File: src/hw/cid_pkg.sv
package cid_pkg;

	// Clock and timing figures, each in its own unit
	localparam int CLK_HZ           = 10_000_000;
	localparam int CLK_PERIOD_NS    = 100;
	localparam int FSK_BAUD         = 1200;
	localparam int GUARD_TICK_NS    = 858_000;
	localparam int CARRIER_HOLD_NS  = 8_000_000;
	localparam int B202_SPACE_HZ    = 2200;
	localparam int V23_MARK_HZ      = 1300;
	localparam int V23_SPACE_HZ     = 2100;
	localparam int DEMOD_SPLIT_HZ   = 1700;

	// Derived cycle counts
	localparam int BIT_CYC          = CLK_HZ / FSK_BAUD;
	localparam int GUARD_TICK_CYC   = GUARD_TICK_NS / CLK_PERIOD_NS;
	localparam int CARRIER_CYC      = (CARRIER_HOLD_NS + CLK_PERIOD_NS - 1) / CLK_PERIOD_NS;
	localparam int B202_SPACE_HALF  = CLK_HZ / (2 * B202_SPACE_HZ);
	localparam int V23_MARK_HALF    = CLK_HZ / (2 * V23_MARK_HZ);
	localparam int V23_SPACE_HALF   = CLK_HZ / (2 * V23_SPACE_HZ);
	localparam int DEMOD_SPLIT_HALF = CLK_HZ / (2 * DEMOD_SPLIT_HZ);

	// Register byte offsets
	localparam logic [5:0] OFF_CTRL     = 6'h00;
	localparam logic [5:0] OFF_TX_BIT   = 6'h04;
	localparam logic [5:0] OFF_PGUARD   = 6'h08;
	localparam logic [5:0] OFF_AGUARD   = 6'h0c;
	localparam logic [5:0] OFF_STATUS   = 6'h10;
	localparam logic [5:0] OFF_FLAGS    = 6'h14;
	localparam logic [5:0] OFF_FLAG_CLR = 6'h18;
	localparam logic [5:0] OFF_FLAG_EN  = 6'h1c;
	localparam logic [5:0] OFF_RX_BYTE  = 6'h20;

	// Field positions
	localparam int CTRL_TX_EN   = 0;
	localparam int CTRL_V23     = 1;
	localparam int CTRL_RX_EN   = 2;
	localparam int FLAG_ALERT   = 0;
	localparam int FLAG_BYTE    = 1;
	localparam int FLAG_SUMMARY = 2;
	localparam int NUM_FLAGS    = 2;

	// Reset values
	localparam logic [2:0] CTRL_RST   = 3'h0;
	localparam logic [7:0] PGUARD_RST = 8'h00;
	localparam logic [7:0] AGUARD_RST = 8'h00;
	localparam logic [7:0] TIMER_INIT = 8'h00;

	typedef struct packed {
		logic enable;
		logic v23;
		logic tx_bit;
	} cid_tx_cfg_type;

	typedef struct packed {
		logic alert_raw;
		logic byte_ready_bit;
		logic demod_bit_clock;
		logic demod_serial_bit;
		logic carrier_detect_bit;
		logic alert_present_status;
	} cid_status_type;

endpackage : cid_pkg

File: src/hw/cid_top.sv
`timescale 1ns/10ps
// Functional notes
// - FSK output shares the dual-tone pin
// - Transmit FSK at 1200 baud, V.23 or 202
// - Only bit zero of transmit register sent
// - Transmit control gates FSK onto output
// - Recognized alert raises present bit, sets flag
// - Guard timer ticks 0.858 ms, restarts at edge
// - Timer equals present limit: stop, set present
// - Absent timing uses falling edge, absent limit
// - Present bit hardware only; flag software cleared
// - Carrier detect rises after 8 ms energy
// - Carrier detect falls after over 8 ms silence
// - Demodulate 1200 baud bit with bit clock
// - Complete byte loads register, sets ready bit
// - Ready bit rise sets flag; software clears
// - Summary flag is OR of all flags
module cid_top #(
	parameter int BIT_CYC        = cid_pkg::BIT_CYC,
	parameter int GUARD_TICK_CYC = cid_pkg::GUARD_TICK_CYC,
	parameter int CARRIER_CYC    = cid_pkg::CARRIER_CYC
) (
	input  wire logic        clk,
	input  wire logic        rst_n,
	input  wire logic [5:0]  avs_address,
	input  wire logic        avs_read,
	input  wire logic        avs_write,
	input  wire logic [31:0] avs_writedata,
	input  wire logic [3:0]  avs_byteenable,
	output logic [31:0]      avs_readdata,
	output logic             avs_waitrequest,
	input  wire logic        dual_tone_in,
	input  wire logic        alert_raw_detect,
	input  wire logic        fsk_band_energy,
	input  wire logic        fsk_band_signal,
	output logic             dual_tone_output_pin,
	output logic             irq
);
	localparam logic [15:0] BIT_LAST   = 16'(BIT_CYC - 1);
	localparam logic [15:0] BIT_HALF   = 16'(BIT_CYC / 2);
	localparam logic [15:0] TICK_LAST  = 16'(GUARD_TICK_CYC - 1);
	localparam logic [19:0] CARR_ON    = 20'(CARRIER_CYC);
	localparam logic [19:0] CARR_OFF   = 20'(CARRIER_CYC + 1);
	localparam logic [15:0] SPLIT_HALF = 16'(cid_pkg::DEMOD_SPLIT_HALF);

	typedef enum logic [1:0] {CID_RX_IDLE, CID_RX_START, CID_RX_DATA, CID_RX_STOP} cid_rx_type;
	typedef enum logic [1:0] {CID_GT_IDLE, CID_GT_PRESENT, CID_GT_ABSENT} cid_gt_type;

	function automatic logic hit(input logic [5:0] addr, input logic [5:0] off);
		hit = (addr[5:2] == off[5:2]);
	endfunction : hit

	// Pin synchronisers
	logic [2:0] sync1_q;
	logic [2:0] sync2_q;
	logic       raw_prev_q;
	logic       sig_prev_q;
	logic       alert_raw_s;
	logic       energy_s;
	logic       signal_s;

	always_ff @(posedge clk) begin
		if (!rst_n) begin
			sync1_q <= 3'h0;
			sync2_q <= 3'h0;
		end else begin
			sync1_q <= {fsk_band_signal, fsk_band_energy, alert_raw_detect};
			sync2_q <= sync1_q;
		end
	end

	assign alert_raw_s = sync2_q[0];
	assign energy_s    = sync2_q[1];
	assign signal_s    = sync2_q[2];

	always_ff @(posedge clk) begin
		if (!rst_n) begin
			raw_prev_q <= 1'b0;
			sig_prev_q <= 1'b0;
		end else begin
			raw_prev_q <= alert_raw_s;
			sig_prev_q <= signal_s;
		end
	end

	// Bus slave
	logic                    acc;
	logic                    wr_acc;
	logic                    rd_acc;
	logic [2:0]              ctrl_q;
	logic                    tx_bit_q;
	logic [7:0]              pguard_q;
	logic [7:0]              aguard_q;
	logic [cid_pkg::NUM_FLAGS-1:0] flags_q;
	logic [cid_pkg::NUM_FLAGS-1:0] flag_en_q;
	logic [cid_pkg::NUM_FLAGS-1:0] flag_set;
	logic [cid_pkg::NUM_FLAGS-1:0] flag_clr;
	logic [7:0]              rx_byte_q;
	cid_pkg::cid_status_type status;
	logic [31:0]             rd_mux;

	// One wait state: the answer is registered on the first request cycle
	assign acc    = (avs_read | avs_write) & ~avs_waitrequest;
	assign wr_acc = acc & avs_write & avs_byteenable[0];
	assign rd_acc = acc & avs_read;

	always_ff @(posedge clk) begin
		if (!rst_n)
			avs_waitrequest <= 1'b1;
		else
			avs_waitrequest <= ~((avs_read | avs_write) & avs_waitrequest);
	end

	always_ff @(posedge clk) begin
		if (!rst_n) begin
			ctrl_q    <= cid_pkg::CTRL_RST;
			tx_bit_q  <= 1'b1;
			pguard_q  <= cid_pkg::PGUARD_RST;
			aguard_q  <= cid_pkg::AGUARD_RST;
			flag_en_q <= '0;
		end else if (wr_acc) begin
			if (hit(avs_address, cid_pkg::OFF_CTRL))
				ctrl_q <= avs_writedata[2:0];
			if (hit(avs_address, cid_pkg::OFF_TX_BIT))
				tx_bit_q <= avs_writedata[0];
			if (hit(avs_address, cid_pkg::OFF_PGUARD))
				pguard_q <= avs_writedata[7:0];
			if (hit(avs_address, cid_pkg::OFF_AGUARD))
				aguard_q <= avs_writedata[7:0];
			if (hit(avs_address, cid_pkg::OFF_FLAG_EN))
				flag_en_q <= avs_writedata[cid_pkg::NUM_FLAGS-1:0];
		end
	end

	always_comb begin
		rd_mux = 32'h0000_0000;
		if (hit(avs_address, cid_pkg::OFF_CTRL))
			rd_mux[2:0] = ctrl_q;
		else if (hit(avs_address, cid_pkg::OFF_TX_BIT))
			rd_mux[0] = tx_bit_q;
		else if (hit(avs_address, cid_pkg::OFF_PGUARD))
			rd_mux[7:0] = pguard_q;
		else if (hit(avs_address, cid_pkg::OFF_AGUARD))
			rd_mux[7:0] = aguard_q;
		else if (hit(avs_address, cid_pkg::OFF_STATUS))
			rd_mux[5:0] = status;
		else if (hit(avs_address, cid_pkg::OFF_FLAGS))
			rd_mux[cid_pkg::FLAG_SUMMARY:0] = {|flags_q, flags_q};
		else if (hit(avs_address, cid_pkg::OFF_FLAG_EN))
			rd_mux[cid_pkg::NUM_FLAGS-1:0] = flag_en_q;
		else if (hit(avs_address, cid_pkg::OFF_RX_BYTE))
			rd_mux[7:0] = rx_byte_q;
	end

	always_ff @(posedge clk) begin
		if (!rst_n)
			avs_readdata <= 32'h0000_0000;
		else if ((avs_read | avs_write) & avs_waitrequest)
			avs_readdata <= avs_read ? rd_mux : 32'h0000_0000;
	end

	// Transmitter
	cid_pkg::cid_tx_cfg_type tx_cfg;

	assign tx_cfg = '{enable: ctrl_q[cid_pkg::CTRL_TX_EN],
	                  v23:    ctrl_q[cid_pkg::CTRL_V23],
	                  tx_bit: tx_bit_q};

	cid_fsk_tx #(
		.BIT_CYC (BIT_CYC)
	) u_tx (
		.clk                  (clk),
		.rst_n                (rst_n),
		.cfg                  (tx_cfg),
		.dual_tone_in         (dual_tone_in),
		.dual_tone_output_pin (dual_tone_output_pin)
	);

	// Alert guard timing
	cid_gt_type  gt_q;
	logic [15:0] tick_cnt_q;
	logic        tick;
	logic [7:0]  timer_q;
	logic        alert_present_q;
	logic        alert_prev_q;

	assign tick = (tick_cnt_q >= TICK_LAST);

	// Prescaler restarts with the timer so the first tick is a full period
	always_ff @(posedge clk) begin
		if (!rst_n || (alert_raw_s != raw_prev_q) || tick)
			tick_cnt_q <= 16'h0000;
		else
			tick_cnt_q <= tick_cnt_q + 16'h0001;
	end

	always_ff @(posedge clk) begin
		if (!rst_n) begin
			gt_q            <= CID_GT_IDLE;
			timer_q         <= cid_pkg::TIMER_INIT;
			alert_present_q <= 1'b0;
		end else if (alert_raw_s & ~raw_prev_q) begin
			gt_q    <= CID_GT_PRESENT;
			timer_q <= cid_pkg::TIMER_INIT;
		end else if (~alert_raw_s & raw_prev_q) begin
			gt_q    <= CID_GT_ABSENT;
			timer_q <= cid_pkg::TIMER_INIT;
		end else begin
			unique case (gt_q)
				CID_GT_IDLE: begin
				end
				CID_GT_PRESENT: begin
					if (timer_q == pguard_q) begin
						gt_q            <= CID_GT_IDLE;
						alert_present_q <= 1'b1;
					end else if (tick) begin
						timer_q <= timer_q + 8'h01;
					end
				end
				CID_GT_ABSENT: begin
					if (timer_q == aguard_q) begin
						gt_q            <= CID_GT_IDLE;
						alert_present_q <= 1'b0;
					end else if (tick) begin
						timer_q <= timer_q + 8'h01;
					end
				end
			endcase
		end
	end

	// Carrier detect
	logic [19:0] carr_cnt_q;
	logic        carrier_q;

	// Counts only while energy disagrees with the output, so dropouts restart it
	always_ff @(posedge clk) begin
		if (!rst_n) begin
			carr_cnt_q <= 20'h00000;
			carrier_q  <= 1'b0;
		end else if (energy_s == carrier_q) begin
			carr_cnt_q <= 20'h00000;
		end else if (!carrier_q && carr_cnt_q >= CARR_ON - 20'h00001) begin
			carr_cnt_q <= 20'h00000;
			carrier_q  <= 1'b1;
		end else if (carrier_q && carr_cnt_q >= CARR_OFF - 20'h00001) begin
			carr_cnt_q <= 20'h00000;
			carrier_q  <= 1'b0;
		end else begin
			carr_cnt_q <= carr_cnt_q + 20'h00001;
		end
	end

	// Demodulator
	logic [15:0] edge_cnt_q;
	logic        demod_q;
	logic        demod_prev_q;

	// Long half-periods are the lower (mark) tone
	always_ff @(posedge clk) begin
		if (!rst_n) begin
			edge_cnt_q <= 16'h0000;
			demod_q    <= 1'b1;
		end else if (signal_s != sig_prev_q) begin
			edge_cnt_q <= 16'h0000;
			demod_q    <= (edge_cnt_q >= SPLIT_HALF);
		end else if (edge_cnt_q != 16'hffff) begin
			edge_cnt_q <= edge_cnt_q + 16'h0001;
		end
	end

	always_ff @(posedge clk) begin
		if (!rst_n)
			demod_prev_q <= 1'b1;
		else
			demod_prev_q <= demod_q;
	end

	// Byte assembly
	cid_rx_type  rx_q;
	logic [15:0] rx_cnt_q;
	logic [2:0]  rx_idx_q;
	logic [7:0]  shift_q;
	logic        bit_clk_q;
	logic        byte_ready_q;
	logic        byte_prev_q;
	logic        rx_on;

	assign rx_on = ctrl_q[cid_pkg::CTRL_RX_EN] & carrier_q;

	always_ff @(posedge clk) begin
		if (!rst_n || !rx_on) begin
			rx_q      <= CID_RX_IDLE;
			rx_cnt_q  <= 16'h0000;
			rx_idx_q  <= 3'h0;
			shift_q   <= 8'h00;
			bit_clk_q <= 1'b0;
		end else begin
			if (rx_cnt_q == BIT_HALF)
				bit_clk_q <= 1'b0;
			unique case (rx_q)
				CID_RX_IDLE: begin
					if (demod_prev_q & ~demod_q) begin
						rx_q     <= CID_RX_START;
						rx_cnt_q <= BIT_HALF;
					end
				end
				CID_RX_START: begin
					if (rx_cnt_q == 16'h0000) begin
						rx_q     <= demod_q ? CID_RX_IDLE : CID_RX_DATA;
						rx_cnt_q <= BIT_LAST;
						rx_idx_q <= 3'h0;
					end else begin
						rx_cnt_q <= rx_cnt_q - 16'h0001;
					end
				end
				CID_RX_DATA: begin
					if (rx_cnt_q == 16'h0000) begin
						shift_q   <= {demod_q, shift_q[7:1]};
						bit_clk_q <= 1'b1;
						rx_cnt_q  <= BIT_LAST;
						rx_idx_q  <= rx_idx_q + 3'h1;
						if (rx_idx_q == 3'h7)
							rx_q <= CID_RX_STOP;
					end else begin
						rx_cnt_q <= rx_cnt_q - 16'h0001;
					end
				end
				CID_RX_STOP: begin
					if (rx_cnt_q == 16'h0000)
						rx_q <= CID_RX_IDLE;
					else
						rx_cnt_q <= rx_cnt_q - 16'h0001;
				end
			endcase
		end
	end

	// Stop bit must be mark, else the byte is dropped as a framing error
	always_ff @(posedge clk) begin
		if (!rst_n) begin
			rx_byte_q    <= 8'h00;
			byte_ready_q <= 1'b0;
		end else if (rx_on && rx_q == CID_RX_STOP && rx_cnt_q == 16'h0000 && demod_q) begin
			rx_byte_q    <= shift_q;
			byte_ready_q <= 1'b1;
		end else if (rd_acc && hit(avs_address, cid_pkg::OFF_RX_BYTE)) begin
			byte_ready_q <= 1'b0;
		end
	end

	// Flags and interrupt
	assign status = '{alert_raw:            alert_raw_s,
	                  byte_ready_bit:       byte_ready_q,
	                  demod_bit_clock:      bit_clk_q,
	                  demod_serial_bit:     demod_q,
	                  carrier_detect_bit:   carrier_q,
	                  alert_present_status: alert_present_q};

	always_ff @(posedge clk) begin
		if (!rst_n) begin
			alert_prev_q <= 1'b0;
			byte_prev_q  <= 1'b0;
		end else begin
			alert_prev_q <= alert_present_q;
			byte_prev_q  <= byte_ready_q;
		end
	end

	assign flag_set[cid_pkg::FLAG_ALERT] = alert_present_q & ~alert_prev_q;
	assign flag_set[cid_pkg::FLAG_BYTE]  = byte_ready_q & ~byte_prev_q;
	assign flag_clr = (wr_acc && hit(avs_address, cid_pkg::OFF_FLAG_CLR)) ?
	                  avs_writedata[cid_pkg::NUM_FLAGS-1:0] : '0;

	// A set in the same cycle as a clear wins
	always_ff @(posedge clk) begin
		if (!rst_n)
			flags_q <= '0;
		else
			flags_q <= (flags_q & ~flag_clr) | flag_set;
	end

	always_ff @(posedge clk) begin
		if (!rst_n)
			irq <= 1'b0;
		else
			irq <= |(flags_q & flag_en_q);
	end

endmodule : cid_top

File: src/hw/cid_fsk_tx.sv
`timescale 1ns/10ps
module cid_fsk_tx #(
	parameter int BIT_CYC = cid_pkg::BIT_CYC
) (
	input  wire logic                    clk,
	input  wire logic                    rst_n,
	input  wire cid_pkg::cid_tx_cfg_type cfg,
	input  wire logic                    dual_tone_in,
	output logic                         dual_tone_output_pin
);
	localparam logic [15:0] BIT_LAST  = 16'(BIT_CYC - 1);
	localparam logic [15:0] B202_MARK = 16'(BIT_CYC / 2);

	logic [15:0] baud_cnt_q;
	logic [15:0] half_cnt_q;
	logic        sym_q;
	logic        tone_q;
	logic [15:0] half_len;

	// Mark is 1; Bell 202 mark tone equals the baud rate
	always_comb begin
		unique case ({cfg.v23, sym_q})
			2'b00:   half_len = 16'(cid_pkg::B202_SPACE_HALF);
			2'b01:   half_len = B202_MARK;
			2'b10:   half_len = 16'(cid_pkg::V23_SPACE_HALF);
			default: half_len = 16'(cid_pkg::V23_MARK_HALF);
		endcase
	end

	always_ff @(posedge clk) begin
		if (!rst_n || !cfg.enable) begin
			baud_cnt_q <= 16'h0000;
			sym_q      <= 1'b1;
		end else if (baud_cnt_q >= BIT_LAST) begin
			baud_cnt_q <= 16'h0000;
			sym_q      <= cfg.tx_bit;
		end else begin
			baud_cnt_q <= baud_cnt_q + 16'h0001;
		end
	end

	// Phase continues across symbol changes so the tone has no glitch
	always_ff @(posedge clk) begin
		if (!rst_n) begin
			half_cnt_q <= 16'h0000;
			tone_q     <= 1'b0;
		end else if (half_cnt_q >= half_len - 16'h0001) begin
			half_cnt_q <= 16'h0000;
			tone_q     <= ~tone_q;
		end else begin
			half_cnt_q <= half_cnt_q + 16'h0001;
		end
	end

	always_ff @(posedge clk) begin
		if (!rst_n)
			dual_tone_output_pin <= 1'b0;
		else
			dual_tone_output_pin <= cfg.enable ? tone_q : dual_tone_in;
	end

endmodule : cid_fsk_tx

File: config.mk
export PLATFORM = sky130hd
export DESIGN_NAME = cid_top
export DESIGN_NICKNAME = d
export VERILOG_FILES = /design/src/hw/cid_pkg.sv /design/src/hw/cid_top.sv /design/src/hw/cid_fsk_tx.sv
export SDC_FILE = /design/constraint.sdc
export NUM_CORES = 1
export LEC_CHECK = 0
export ABC_AREA = 0
export BUFFER_PORTS_ARGS = -buffer_cell sky130_fd_sc_hd__clkbuf_2
export CAP_MARGIN = 20
export CORE_MARGIN = 1
export CORE_UTILIZATION = 45
export CTS_BUF_LIST = sky130_fd_sc_hd__clkbuf_4
export DETAILED_ROUTE_END_ITERATION = 16
export PLACE_DENSITY = 0.6
export SLEW_MARGIN = 40
export SYNTH_ARGS = -nofsm -noshare
export SYNTH_HDL_FRONTEND = slang
export SYNTH_SLANG_ARGS = --single-unit
export TNS_END_PERCENT = 100
File: constraint.sdc
create_clock -name clk -period 2.55 [get_ports clk]
set_clock_uncertainty 0.05 [all_clocks]
set_input_delay 0.1275 -clock clk [delete_from_list [all_inputs] [get_ports clk]]
set_output_delay 0.1275 -clock clk [all_outputs]
set_load 0.01 [all_outputs]
==> results.ini, run 1 <==
[status]
status = finished, final reports clean

[synth]
synthCells = 1026
avgSynthCellArea_um2 = 8.52
synth_area_mm2 = 0.00874
yosys.area.top_type = dfxtp_1
synth_async_sr_flop_share_pct = 0
synth_cell_types = 68
yosysMostFrequentCell = dfxtp_1
synth-seq-area-share_pct = 42.1
synth_area_leaders = dfxtp_1, nor2_1, xor2_1
synth_flop_cell = dfxtp_1
synth_edf_count = 0
ys_warn_count = 0
synth_seq_cells = 184
synthTopCellsByCount = dfxtp_1, nor2_1, nand2_1
yosysTopAreaCellShare_pct = 42.1

[worst_hold_path]
hp-class = in2reg

[clocking]
cts_max_path_buffers = 2
clk_latency_ps = 570
clkSlewWorstSetupHoldPaths_ps = 160
cts_sinks = 184
htreeDepth = 4
cts_tree = built
cts_made_buffers = 17
root_buffer = clkbuf_4
cts_post_setup_buffers_inserted = 0

[timing]
hold_ws_ps = 44.0
period_share_pct = 91.5
rsz0062_at_grt = no
fmax_ghz = 0.428
worst_pin_slew_ps = 628
totalNegativeSetupSlack_ps = 0
hold_violations = 0
fin_crit_ps = 2330
slew_headroom_pct = 57.9
setup_viol = 0
maxSlewViolCount = 0

[floorplanning]
die_x_um = 141
start_util_pct = 46.3
io_pins = 85
die_area_mm2 = 0.0200
coreArea_mm2 = 0.0189
die_h_um = 141
rows = 50

[global_routing]
grt_first_pass_wirelength_um = 29100
grt_use_total_pct = 17.8
grt_overflow_total = 0
antenna_found_initial = 1
grt_pass1_vias = 6265
grt_max_degree = 49

[power]
total_power_mw = 4.83
peakVddDrop_mv = 0.239
powerDensity_mw_per_mm2 = 503
p_leak_nw = 3.75

[final_layout]
fin_cells = 1359
synthToLayoutAreaGrowth_pct = 9.81
final_nets = 1171
drive_gt1_share_pct = 9.65

[drt]
post_drt_wl_per_cell_um = 12.7
vias_per_cell = 5.03
vias = 6836
first_pass_iters = 5
route.detailed.drc = 0
drtAntennaViolNets = 0
drt_wl_total_um = 17200
drtIter0Drc = 321

[setup_path]
cp-end-kind = flop
path_buf_inv = 1
path_class = reg2reg
crit_family = simple AND/OR/NAND/NOR gates
startpoint_type = flop
crit_fanout = 14
crit_arrival_ps = 2800
critical_path.cell_chain = or2_2 -> ha_1 -> or4_1 -> o311a_1 -> a211oi_2 -> nand2_1 -> buf_4 -> nor2_1
critical-path-slowest-cell = or4_1
cpPeakStageDelay_ps = 460
required_ps = 3010

[placed_design]
io_buffers = 31
placed_cells = 1311
place_congestion = 0.837
hpwlAfterDp_um = 12200

[run]
maxCapViolCount = 0

## worst min-delay path: cells and delay by family
| kind | cells | cell delay (ps) |
|---|---|---|
| AO/OA/AOI/OAI | 1 | 50 |
| AND/OR/NAND/NOR | 2 | 210 |
| buffers and inverters | 1 | 230 |
## routing by layer
metal	routed length [um]	global-route usage, %	vias up
li1	-	-	3610
met1	8650	23.7	3108
met2	7860	29.3	102
met3	564	3.61	16
met4	171	5.21	0
met5	0	0	-
## power by group
| part | switching [mW] | leakage, nW | internal, mW |
|---|---|---|---|
| Clock | 1.01 | 0.150 | 0.616 |
| Combinational | 0.168 | 2.11 | 0.107 |
| Sequential | 0.0225 | 1.49 | 2.91 |
| Total | 1.20 | 3.75 | 3.63 |
## placed cells by master, fill, tap and decap left out, types with 31 or more instances in the layout
| cell | count |
|---|---|
| a21oi_1 | 61 |
| clkbuf_2 | 31 |
| conb_1 | 33 |
| dfxtp_1 | 184 |
| ha_1 | 36 |
| inv_1 | 34 |
| nand2_1 | 101 |
| nand3_1 | 49 |
| nor2_1 | 145 |
| o21ai_0 | 37 |
| xor2_1 | 54 |
## worst paths after layout
kind,to,from,slack (ps),cells past startpoint
max,u_tx.half_cnt_q[2],ctrl_q[1],220,8
min reg2reg,sync2_q[0],sync1_q[0],400,1
max reg2reg,u_tx.half_cnt_q[2],ctrl_q[1],220,8
min,ctrl_q[1],avs_address[5],40,4
## state kept, by name, indices dropped and copies added (netlist names), 8 cells and up, named ones only
signal           cells
carr_cnt_q          20
edge_cnt_q          16
rx_cnt_q            16
tick_cnt_q          16
u_tx.baud_cnt_q     16
u_tx.half_cnt_q     16
aguard_q             8
avs_readdata         8
pguard_q             8
rx_byte_q            8
shift_q              8
timer_q              8
## kinds of logic (layout without fill, tap and decap cells)
group	count (synthesis)	count (layout)	share of synthesized area, %
buffers and inverters	94	135	5.55
other	2	34	0.0859
DFF	184	184	42.1
AOI/OAI and AO/OA	165	165	11.5
adders and majority gates	36	36	5.15
and+or+nand+nor	438	438	24.5
muxes	23	23	2.65
xor gates and xnor gates	84	84	8.42
## timing repair
item | CTS | global route
endpoints found under the hold margin | 34 | 0
hold buffers | 15 | 0
setup endpoints to repair | 0 | 1
gates resized for setup | 0 | 1
## final cells by class
type                            count  area, um2
Fill cell                        1856       9300
Clock inverter                     13        143
Inverter                           34        128
Clock buffer                       19        143
Multi-Input combinational cell    779       4700
Antenna cell                        1       2.50
Timing Repair Buffer               69        478
Tap cell                          260        325
Sequential cell                   184       3680
## metrics by stage
stage	instance area [um2]	util, %	worst slack [ps]
after floorplan	8860	-	250
after global placement	9150	48.4	250
after detailed placement	9150	48.4	211
after CTS	9590	50.7	199
after global routing	9600	50.8	57.0
final	9600	50.8	215
No activity file was read; power rests on OpenSTA's default activity.
==> run 2: changes to the inputs <==
Settings changed: HOLD_SLACK_MARGIN set to 0.1, SYNTH_HIERARCHICAL set to 1.
==> results.ini, run 2 <==
[status]
status = finished, final reports clean

[setup_path]
rr_worst_depth = 9  ; +1
r2r_end = u_tx/half_cnt_q[4]
crit_fanout = 15  ; +1
cp-end-kind = flop
rr_startpoint = ctrl_q[1]
reg2reg_slack_ps = 350  ; +130 ps
startpoint_type = flop
required_ps = 2960  ; -50 ps
crit_arrival_ps = 2610  ; -190 ps
path_class = reg2reg

[drt]
vias_per_cell = 5.09  ; +1.1%
drt_wl_total_um = 18100  ; +5.2%
drtIter0Drc = 303  ; -5.6%
route.detailed.drc = 0  ; unchanged
post_drt_wl_per_cell_um = 13.1  ; +3.5%
first_pass_iters = 4  ; -1
vias = 7028  ; +2.8%
drtAntennaViolNets = 0  ; unchanged

[timing]
period_share_pct = 86.3  ; -5.2 points
totalNegativeSetupSlack_ps = 0  ; unchanged
slew_headroom_pct = 44.7  ; -13 points
setup_viol = 0  ; unchanged
hold_violations = 0  ; unchanged
fin_crit_ps = 2200  ; -134 ps
rsz0062_at_grt = no
fmax_ghz = 0.454  ; +6.1%
maxSlewViolCount = 0  ; unchanged
worst_pin_slew_ps = 823  ; +195 ps

[global_routing]
grt_first_pass_wirelength_um = 30700  ; +5.4%
grt_overflow_total = 0  ; unchanged
antenna_found_initial = 1  ; unchanged
grt_pass1_vias = 6448  ; +2.9%
grt_max_degree = 29  ; -41%
grt_use_total_pct = 17.7  ; -0.15 points

[synth]
synth_async_sr_flop_share_pct = 0  ; unchanged
synth_edf_count = 0  ; unchanged
synthCells = 1047  ; +2.0%
synth-seq-area-share_pct = 40.1  ; -2.1 points
yosysTopAreaCellShare_pct = 40.1  ; -2.1 points
synthTopCellsByCount = dfxtp_1, nor2_1, nand2_1
synth_cell_types = 78  ; +15%
synth_flop_cell = dfxtp_1
yosys.area.top_type = dfxtp_1
yosysMostFrequentCell = dfxtp_1
avgSynthCellArea_um2 = 8.78  ; +3.0%
synth_area_mm2 = 0.00919  ; +5.1%
ys_warn_count = 6  ; +6
synth_seq_cells = 184  ; unchanged
synth_area_leaders = dfxtp_1, ha_1, xor2_1

[floorplanning]
start_util_pct = 46.6  ; +0.34 points
io_pins = 85  ; unchanged
die_x_um = 145  ; +2.5%
die_area_mm2 = 0.0210  ; +5.1%
die_h_um = 145  ; +2.5%
coreArea_mm2 = 0.0197  ; +4.4%
rows = 51  ; +2.0%

[placed_design]
io_buffers = 31  ; unchanged
place_congestion = 0.815  ; -2.7%
dpl_cell_area_mm2 = 0.00951  ; +3.9%
hpwlAfterDp_um = 12800  ; +4.6%

[final_layout]
synthToLayoutAreaGrowth_pct = 10.2
largest_reg_flops = 20  ; unchanged
final_cell_area_mm2 = 0.0101  ; +5.5%
final_nets = 1189  ; +1.5%
layout_common_cells = dfxtp_1, nor2_1, nand2_1, nand3_1, xor2_1
largest_register = carr_cnt_q
n_fill_cell = 1893  ; +2.0%
final_common_cell = dfxtp_1
drive_gt1_share_pct = 9.77  ; +0.11 points
final_util_pct = 51.3  ; +0.54 points

[power]
p_leak_nw = 3.85  ; +2.5%
total_power_mw = 5.04  ; +4.4%
peakVddDrop_mv = 0.322  ; +35%
powerDensity_mw_per_mm2 = 498  ; -1.1%

[clocking]
cts_sinks = 184  ; unchanged
cts_made_buffers = 17  ; unchanged
clkSlewWorstSetupHoldPaths_ps = 140  ; -20 ps
htreeDepth = 4  ; unchanged
cts_tree = built
clk_latency_ps = 560  ; about the same
cts_max_path_buffers = 2  ; unchanged
root_buffer = clkbuf_4

[worst_hold_path]
hp-class = in2reg
hold_path_end = avs_readdata[4]
min_from = avs_write
holdPathStages = 4  ; unchanged

[run]
maxCapViolCount = 0  ; unchanged

[run 2: critical path: stages, from the launching register on]
cell and delay, ps:
dfxtp_1 440, inv_1 100, nand2_1 110, inv_1 50
ha_1 280, nand4_1 130, or4_4 540, a31oi_4 190
buf_12 160, nor3_1 50
[run 2: logic make-up after synthesis]
family	count (synthesis)	synth area share [%]
mux	28	3.20
flops	184	40.1
fa+ha+maj	36	4.90
other cells	3	0.123
xor+xnor	88	8.63
buf+inv	93	5.27
simple gates	456	25.6
compound gates	159	12.2
[run 2: report_power, final]
group / leakage [nW] / internal, mW / switching, mW
Combinational: 2.19 / 0.121 / 0.176
Sequential: 1.49 / 2.91 / 0.0267
Clock: 0.167 / 0.797 / 1.01
Total: 3.85 / 3.82 / 1.22
[run 2: final cells by class]
type                       instances  area [um2]  area share, %
tap                              265         332           3.28
timing repair buffer              69         518           5.12
clock inverter                    14         195           1.93
sequential                       184        3680           36.4
antenna                            1        2.50         0.0247
multi-input combinational        800        5140           50.8
inverter                          31         116           1.15
clock buffer                      18         135           1.33
[run 2: through the flow]
step | cells | setup WS (ps) | hold slack [ps]
2_1_floorplan | 1077 | 493 | 193
3_3_place_gp | 1322 | 233 | 284
3_5_place_dp | 1322 | 197 | 294
4_1_cts | 1380 | 191 | 128
5_1_grt | 1382 | 185 | 125
6_report | 1382 | 349 | 184
[run 2: layer usage]
layer | share of wire (%) | global-route usage [%] | vias to the layer above | routed length, um
li1 | - | - | 3703 | -
met1 | 52 | 24.3 | 3235 | 9430
met2 | 44 | 27.9 | 82 | 8070
met3 | 2.9 | 4.03 | 8 | 520
met4 | 0.71 | 4.26 | 0 | 129
met5 | 0 | 0 | - | 0
[run 2: worst max path at each step]
stage              start             endpoint  slack (ps)  cells past startpoint
6_report       ctrl_q[1]   u_tx/half_cnt_q[4]         350                      9
5_1_grt        ctrl_q[1]   u_tx/half_cnt_q[4]         180                      9
4_1_cts        ctrl_q[1]   u_tx/half_cnt_q[4]         190                      8
3_5_place_dp   ctrl_q[1]  u_tx/half_cnt_q[12]         200                      8
3_3_place_gp   ctrl_q[1]  u_tx/half_cnt_q[11]         230                      8
2_1_floorplan  ctrl_q[1]  u_tx/half_cnt_q[10]         490                      9
[run 2: repair_timing]
item	in CTS	in global routing
endpoints found under the setup margin	0	1
hold buffers	26	0
buffers inserted	0	1
endpoints found under the hold margin	48	0
gates resized for setup	0	0
